<file path="config.mk">
export PLATFORM = sky130hd
export DESIGN_NAME = cps_regs
export DESIGN_NICKNAME = d
export VERILOG_FILES = /design/src/include/cps_pkg.sv /design/src/rtl/cps_bank_ram.sv /design/src/rtl/cps_regs.sv
export SDC_FILE = /design/constraint.sdc
export NUM_CORES = 1
export LEC_CHECK = 0
export BUFFER_PORTS_ARGS = -buffer_cell sky130_fd_sc_hd__buf_4
export CAP_MARGIN = 20
export CORE_MARGIN = 4
export CORE_UTILIZATION = 52
export DETAILED_ROUTE_END_ITERATION = 10
export GPL_TIMING_DRIVEN = 0
export PLACE_DENSITY = 0.81
export SYNTH_ARGS = -nofsm -noshare
export SYNTH_HDL_FRONTEND = slang
export SYNTH_HIERARCHICAL = 1
export SYNTH_SLANG_ARGS = --single-unit
</file>
<file path="constraint.sdc">
create_clock -name sys_clk -period 3.5 [get_ports sys_clk]
set_input_delay 0.35 -clock sys_clk [delete_from_list [all_inputs] [get_ports sys_clk]]
set_output_delay 0.35 -clock sys_clk [all_outputs]
set_load 0.005 [all_outputs]
</file>
<file path="src/include/cps_pkg.sv">
// Shared constants and carrier types for the CPU pointer and status registers
`default_nettype none
package cps_pkg;
  // Special function register addresses
  localparam logic [7:0] SFR_PTR0_LO = 8'h82;
  localparam logic [7:0] SFR_PTR0_HI = 8'h83;
  localparam logic [7:0] SFR_PTR1_LO = 8'h84;
  localparam logic [7:0] SFR_PTR1_HI = 8'h85;
  localparam logic [7:0] SFR_PTR_SEL = 8'h92;
  localparam logic [7:0] SFR_STATUS = 8'hd0;
  localparam logic [7:0] SFR_ACCUM = 8'he0;
  // Bit address of status bit 0, bits follow upward
  localparam logic [7:0] BIT_STATUS_BASE = 8'hd0;
  // Status word field positions
  localparam int ST_CARRY = 7;
  localparam int ST_HALF = 6;
  localparam int ST_USER0 = 5;
  localparam int ST_BANK_HI = 4;
  localparam int ST_BANK_LO = 3;
  localparam int ST_RANGE = 2;
  localparam int ST_USER1 = 1;
  localparam int ST_P = 0;
  localparam int PTR_SEL_BIT = 0;
  // Reset values
  localparam logic [7:0] RST_BYTE = 8'h00;
  localparam logic [15:0] RST_PTR = 16'h0000;
  // Bank windows in DATA and unified space
  localparam logic [15:0] DATA_BANK_BASE = 16'h0000;
  localparam logic [15:0] UNI_BANK_BASE = 16'hff00;
  localparam int GPR_AW = 5;
  localparam int GPR_WORDS = 32;

  // One access from the datapath or the SFR bus
  typedef struct packed {
    logic wr;
    logic rd;
    logic [15:0] addr;
    logic [7:0] wdata;
  } cps_mem_req_t;

  // Single-bit write through bit addressing
  typedef struct packed {
    logic wr;
    logic [7:0] addr;
    logic val;
  } cps_bit_req_t;

  // Flag results of one arithmetic operation
  typedef struct packed {
    logic en_carry;
    logic en_half;
    logic en_range;
    logic carry;
    logic half;
    logic range;
  } cps_flag_upd_t;
endpackage : cps_pkg
`default_nettype wire

</file>
<file path="src/rtl/cps_bank_ram.sv">
// Storage for the four banks of eight general registers
`default_nettype none
module cps_bank_ram (
  // Clock
  input wire logic sys_clk,
  // Single access port
  input wire logic we,
  input wire logic [cps_pkg::GPR_AW-1:0] addr,
  input wire logic [7:0] wdata,
  output logic [7:0] rdata_q
);
  logic [7:0] mem_q [cps_pkg::GPR_WORDS];

  // Contents are not cleared by reset, like plain RAM
  always_ff @(posedge sys_clk) begin
    if (we) begin
      mem_q[addr] <= wdata;
    end
  end

  // Read returns the old word on a same-cycle write
  always_ff @(posedge sys_clk) begin
    rdata_q <= mem_q[addr];
  end
endmodule : cps_bank_ram
`default_nettype wire

</file>
<file path="src/rtl/cps_regs.sv">
// Data pointers, register banks, accumulator and status word of the CPU
`default_nettype none
module cps_regs (
  // Clock and reset
  input wire logic sys_clk,
  input wire logic srst,
  // SFR byte bus
  input wire cps_pkg::cps_mem_req_t sfr_req,
  output logic [7:0] sfr_rdata_q,
  // SFR bit writes
  input wire cps_pkg::cps_bit_req_t bit_req,
  // Datapath writes
  input wire logic accum_wr,
  input wire logic [7:0] accum_wdata,
  input wire logic dptr_wr,
  input wire logic [15:0] dptr_wdata,
  input wire cps_pkg::cps_flag_upd_t flag_upd,
  // General register accesses, priority in this order
  input wire cps_pkg::cps_mem_req_t rn_req,
  input wire cps_pkg::cps_mem_req_t data_req,
  input wire cps_pkg::cps_mem_req_t uni_req,
  output logic [7:0] gpr_rdata,
  output logic gpr_rvalid_q,
  // Architectural state
  output logic [7:0] accum_q,
  output logic [7:0] status_q,
  output logic [15:0] active_ptr_q
);
  logic [15:0] ptr_q [2];
  logic [15:0] ptr_d [2];
  logic sel_q;
  logic sel_d;
  logic [7:0] accum_d;
  logic [7:0] status_d;
  logic [7:0] sfr_rd_d;
  logic sfr_wr_status;
  logic bit_wr_status;
  logic data_hit;
  logic uni_hit;
  logic gpr_we;
  logic gpr_act;
  logic [cps_pkg::GPR_AW-1:0] gpr_addr;
  logic [7:0] gpr_wdata;

  // True when addr falls in the 32-byte bank window at base
  function automatic logic in_window(input logic [15:0] addr, input logic [15:0] base);
    logic [15:0] off;
    off = addr - base;
    in_window = (off[15:cps_pkg::GPR_AW] == '0);
  endfunction : in_window

  // True for an SFR write to the given address
  function automatic logic sfr_wr_to(input cps_pkg::cps_mem_req_t r, input logic [7:0] a);
    sfr_wr_to = r.wr && (r.addr[7:0] == a);
  endfunction : sfr_wr_to

  assign sfr_wr_status = sfr_wr_to(sfr_req, cps_pkg::SFR_STATUS);
  assign bit_wr_status = bit_req.wr && (bit_req.addr[7:3] == cps_pkg::BIT_STATUS_BASE[7:3]);

  // Pointer next state; SFR byte writes land after the datapath write
  always_comb begin
    ptr_d[0] = ptr_q[0];
    ptr_d[1] = ptr_q[1];
    if (dptr_wr) begin
      ptr_d[sel_q] = dptr_wdata;
    end
    if (sfr_wr_to(sfr_req, cps_pkg::SFR_PTR0_LO)) begin
      ptr_d[0][7:0] = sfr_req.wdata;
    end
    if (sfr_wr_to(sfr_req, cps_pkg::SFR_PTR0_HI)) begin
      ptr_d[0][15:8] = sfr_req.wdata;
    end
    if (sfr_wr_to(sfr_req, cps_pkg::SFR_PTR1_LO)) begin
      ptr_d[1][7:0] = sfr_req.wdata;
    end
    if (sfr_wr_to(sfr_req, cps_pkg::SFR_PTR1_HI)) begin
      ptr_d[1][15:8] = sfr_req.wdata;
    end
  end

  // Only bit 0 of the select register is kept
  always_comb begin
    sel_d = sel_q;
    if (sfr_wr_to(sfr_req, cps_pkg::SFR_PTR_SEL)) begin
      sel_d = sfr_req.wdata[cps_pkg::PTR_SEL_BIT];
    end
  end

  // Pointer registers
  always_ff @(posedge sys_clk) begin
    if (srst) begin
      ptr_q[0] <= cps_pkg::RST_PTR;
      ptr_q[1] <= cps_pkg::RST_PTR;
      sel_q <= 1'b0;
    end else begin
      ptr_q[0] <= ptr_d[0];
      ptr_q[1] <= ptr_d[1];
      sel_q <= sel_d;
    end
  end

  // Registered copy of the chosen pointer keeps the output glitch free
  always_ff @(posedge sys_clk) begin
    if (srst) begin
      active_ptr_q <= cps_pkg::RST_PTR;
    end else begin
      active_ptr_q <= ptr_d[sel_d];
    end
  end

  // Accumulator, SFR write wins over the datapath
  always_comb begin
    accum_d = accum_q;
    if (accum_wr) begin
      accum_d = accum_wdata;
    end
    if (sfr_wr_to(sfr_req, cps_pkg::SFR_ACCUM)) begin
      accum_d = sfr_req.wdata;
    end
  end

  always_ff @(posedge sys_clk) begin
    if (srst) begin
      accum_q <= cps_pkg::RST_BYTE;
    end else begin
      accum_q <= accum_d;
    end
  end

  // Status word: flags first, then software writes, parity always last
  always_comb begin
    status_d = status_q;
    if (flag_upd.en_carry) begin
      status_d[cps_pkg::ST_CARRY] = flag_upd.carry;
    end
    if (flag_upd.en_half) begin
      status_d[cps_pkg::ST_HALF] = flag_upd.half;
    end
    if (flag_upd.en_range) begin
      status_d[cps_pkg::ST_RANGE] = flag_upd.range;
    end
    // User flags change only through these two software paths
    if (sfr_wr_status) begin
      status_d = sfr_req.wdata;
    end
    if (bit_wr_status) begin
      status_d[bit_req.addr[2:0]] = bit_req.val;
    end
    // Parity cannot be written, it tracks the new accumulator value
    status_d[cps_pkg::ST_P] = ^accum_d;
  end

  always_ff @(posedge sys_clk) begin
    if (srst) begin
      status_q <= cps_pkg::RST_BYTE;
    end else begin
      status_q <= status_d;
    end
  end

  // SFR read mux, unmapped addresses read zero
  always_comb begin
    sfr_rd_d = 8'h00;
    case (sfr_req.addr[7:0])
      cps_pkg::SFR_PTR0_LO: sfr_rd_d = ptr_q[0][7:0];
      cps_pkg::SFR_PTR0_HI: sfr_rd_d = ptr_q[0][15:8];
      cps_pkg::SFR_PTR1_LO: sfr_rd_d = ptr_q[1][7:0];
      cps_pkg::SFR_PTR1_HI: sfr_rd_d = ptr_q[1][15:8];
      cps_pkg::SFR_PTR_SEL: sfr_rd_d = {7'h00, sel_q};
      cps_pkg::SFR_STATUS: sfr_rd_d = status_q;
      cps_pkg::SFR_ACCUM: sfr_rd_d = accum_q;
      default: sfr_rd_d = 8'h00;
    endcase
  end

  always_ff @(posedge sys_clk) begin
    if (srst) begin
      sfr_rdata_q <= cps_pkg::RST_BYTE;
    end else if (sfr_req.rd) begin
      sfr_rdata_q <= sfr_rd_d;
    end
  end

  // Bank access arbitration; one port means a losing request is dropped
  assign data_hit = in_window({8'h00, data_req.addr[7:0]}, cps_pkg::DATA_BANK_BASE);
  assign uni_hit = in_window(uni_req.addr, cps_pkg::UNI_BANK_BASE);
  always_comb begin
    gpr_act = 1'b0;
    gpr_we = 1'b0;
    gpr_addr = '0;
    gpr_wdata = 8'h00;
    if (rn_req.wr || rn_req.rd) begin
      gpr_act = 1'b1;
      gpr_we = rn_req.wr;
      gpr_addr = {status_q[cps_pkg::ST_BANK_HI:cps_pkg::ST_BANK_LO], rn_req.addr[2:0]};
      gpr_wdata = rn_req.wdata;
    end else if ((data_req.wr || data_req.rd) && data_hit) begin
      gpr_act = 1'b1;
      gpr_we = data_req.wr;
      gpr_addr = data_req.addr[cps_pkg::GPR_AW-1:0];
      gpr_wdata = data_req.wdata;
    end else if ((uni_req.wr || uni_req.rd) && uni_hit) begin
      gpr_act = 1'b1;
      gpr_we = uni_req.wr;
      gpr_addr = uni_req.addr[cps_pkg::GPR_AW-1:0];
      gpr_wdata = uni_req.wdata;
    end
  end

  cps_bank_ram u_bank (
    .sys_clk(sys_clk),
    .we(gpr_we),
    .addr(gpr_addr),
    .wdata(gpr_wdata),
    .rdata_q(gpr_rdata)
  );

  // Read data from the bank is valid the cycle after a read that wins arbitration and hits its window
  always_ff @(posedge sys_clk) begin
    if (srst) begin
      gpr_rvalid_q <= 1'b0;
    end else begin
      gpr_rvalid_q <= gpr_act && !gpr_we;
    end
  end
endmodule : cps_regs
`default_nettype wire

</file>
==> flow_metrics.tcl <==
set metrics [dict create \
    dieHeight_um 176 \
    criticalPathCategory "in -> reg" \
    stdcell_area_um2 18100 \
    diodes 0 \
    wirelength_um 43500 \
    clkSinkCount 338 \
    relSlewSlack 0.314 \
    setup-tns-final_ps 0 \
    multi_input_area_um2 5400 \
    p_leak_uw 0.00655 \
    period_minus_slack_ps 3430 \
    root_buffer "clkbuf_16" \
    worst_slack_ps 68.1 \
    ys_seq_area_frac 0.634 \
    grt_max_degree 33 \
    htree_levels 2 \
    areaGrowthSynthToFinish_pct 23.1 \
    worst_pin_slew_ps 1030 \
    worstPathArrival_ps 3910 \
    synth_top_area_share 0.523 \
    start_util 0.528 \
    ir_drop_v 0.000431 \
    globalplace.congestion 0.938 \
    drt-wirelength-per-cell_um 24.8 \
    place_area_um2 16500 \
    vias 11031 \
    ant_nets 0 \
    std_cell_rows 61 \
    nets 1502 \
    hold_viol 0 \
    routed_via_density 6.27 \
    synthCells 1143 \
    min_path_type "in -> reg" \
    worstPathRequired_ps 3980 \
    dpl_worst_slack_ps -1430 \
    numCtsBuffers 35 \
    crit_path_start_kind "input port" \
    first_iter_violations 1342 \
    ys_ff_latch 338 \
    syn_area_per_cell_um2 12.9 \
    nFillCells 1970 \
    path_max_fanout 10 \
    synth_edf_count 256 \
    status "finished clean" \
    regArea_um2 9330 \
    synth-main-ff-cell "edfxtp_1" \
    fp.dieW_um 176 \
    drc 0 \
    ioPinCount 197 \
    syn-num-nets 1292 \
    powerDensity_nw_per_um2 501 \
    ctsLongestPathBuffers 3 \
    fin_hold_ws_ps 51.3 \
    synth_area_um2 14700 \
    synth_area_leaders "edfxtp_1, mux2i_1, dfxtp_1" \
    yosys_warnings 6 \
    setup_viol 0 \
    ctsHoldBuffers 0 \
    die_area_um2 31000 \
    grt_pass1_wl_um 64700 \
    antenna_found_initial 0 \
    synthMostInstantiatedCell "edfxtp_1" \
    fmax_ghz 0.291 \
    dr.pass1.iters 6 \
    overflow 0 \
    yosys.area.top_type "edfxtp_1" \
    grt_pass1_vias 10622 \
    hpwl_um 29500 \
    io_buffer_count 156 \
    async_flop_share 0 \
    clk_latency_ps 540 \
    ys_types 61 \
    finalCritPeriodShare 0.981 \
    grt_usage 0.273 \
    cts_tree "done" \
    end_kind "flip-flop" \
    fin_skew_ps 36.2 \
    core_area_um2 27900 \
    finalMaxSlewViolations 0 \
    ys_top_cells_by_count "edfxtp_1, mux2i_1, nand2_1, nor2_1, dfxtp_1" \
    path_clk_slew_ps 70 \
    maxCapViolCount 0 \
    final_layout_size_suffix_gt1_frac 0.251 \
]
## power breakdown
group / switching (uW) / total [uW] / internal [uW]
logic: 567 / 955 / 388
registers: 49.3 / 4500 / 4450
clock network: 1550 / 3620 / 2080
total: 2160 / 9070 / 6910
## repair_timing
item                                    4_1_cts  5_1_grt
pin swaps                                     3        3
buffers inserted                             10        3
endpoints found under the setup margin      264      261
gates resized for setup                      73        9
## kinds of logic (layout without fill, tap and decap cells)
group           after synthesis  in the layout  share of synthesized area
xor+xnor                     18             18                     0.0107
simple gates                285            285                      0.100
buf+inv                      85            322                     0.0270
fa+ha+maj                     1              1                   0.000851
compound gates              232            232                      0.101
flops                       338            338                      0.634
mux                         184            184                      0.126
## layout make-up
| cell class | count | share of cell area |
|---|---|---|
| Buffer | 82 | 0.0229 |
| Timing Repair Buffer | 174 | 0.0746 |
| Inverter | 2 | 0.000415 |
| Tap cell | 378 | 0.0261 |
| Clock buffer | 53 | 0.0572 |
| Multi-Input combinational cell | 720 | 0.298 |
| Clock inverter | 11 | 0.00546 |
| Sequential cell | 338 | 0.515 |
## per-layer routing
metal,global-route usage,share of wire,vias to the layer above
li1,-,-,4818
met1,0.363,0.39,5412
met2,0.446,0.48,670
met3,0.0514,0.088,131
met4,0.109,0.042,0
met5,0,0,-
## cells in the final DEF (no fill, tap or decap), drive strengths merged, types with 4 or more instances in the layout
master / count
o22ai: 74
a31oi: 16
nand4bb: 5
nand3b: 8
clkbuf: 89
nand3: 30
a21o: 25
nand4b: 6
buf: 220
o211ai: 18
nor2: 83
o21ai: 34
a21oi: 36
a221oi: 7
clkinv: 9
a211oi: 9
dfxtp: 82
a22oi: 4
or4b: 6
xor2: 9
mux2i: 172
nor4: 18
nand2: 84
xnor2: 9
inv: 4
nand4: 9
nor3: 9
edfxtp: 256
mux2: 12
## through the flow
stage | instances | total power (uW) | utilization
6_report | 1758 | 9070 | 0.650
5_1_grt | 1758 | 9340 | 0.650
4_1_cts | 1755 | 9070 | 0.648
3_5_place_dp | 1682 | 5460 | 0.593
3_3_place_gp | 1677 | 5420 | 0.588
2_1_floorplan | 1143 | 5040 | -
## final timing paths
path / startpoint / to / slack [ps] / cells past startpoint
max reg2reg: status_q[4] / u_bank/mem_q[16][7] / 560 / 6
min reg2reg: sfr_rdata_q[6] / sfr_rdata_q[6] / 490 / 2
max: uni_req[16] / u_bank/rdata_q[3] / 70 / 13
min: rn_req[24] / gpr_rvalid_q / 50 / 2
## sequential cells by signal, summed over array words and instances, names as in the netlist
name / cells
accum_q: 8
active_ptr_q: 16
gpr_rvalid_q: 1
ptr_q: 32
sel_q: 1
sfr_rdata_q: 8
status_q: 8
u_bank/mem_q: 256
u_bank/rdata_q: 8
## worst max-delay path, cell delays in order
cell and delay [ps]:
buf_4 120, ha_1 280, nor2_1 80, nand2_1 90, a2111oi_4 430, clkbuf_4 310
nand3_1 90, a31oi_1 370, clkbuf_1 490, nand4b_1 500, o22ai_1 530, nor4_1 150
nand2_1 90
Power figures use the tool's default switching activity.
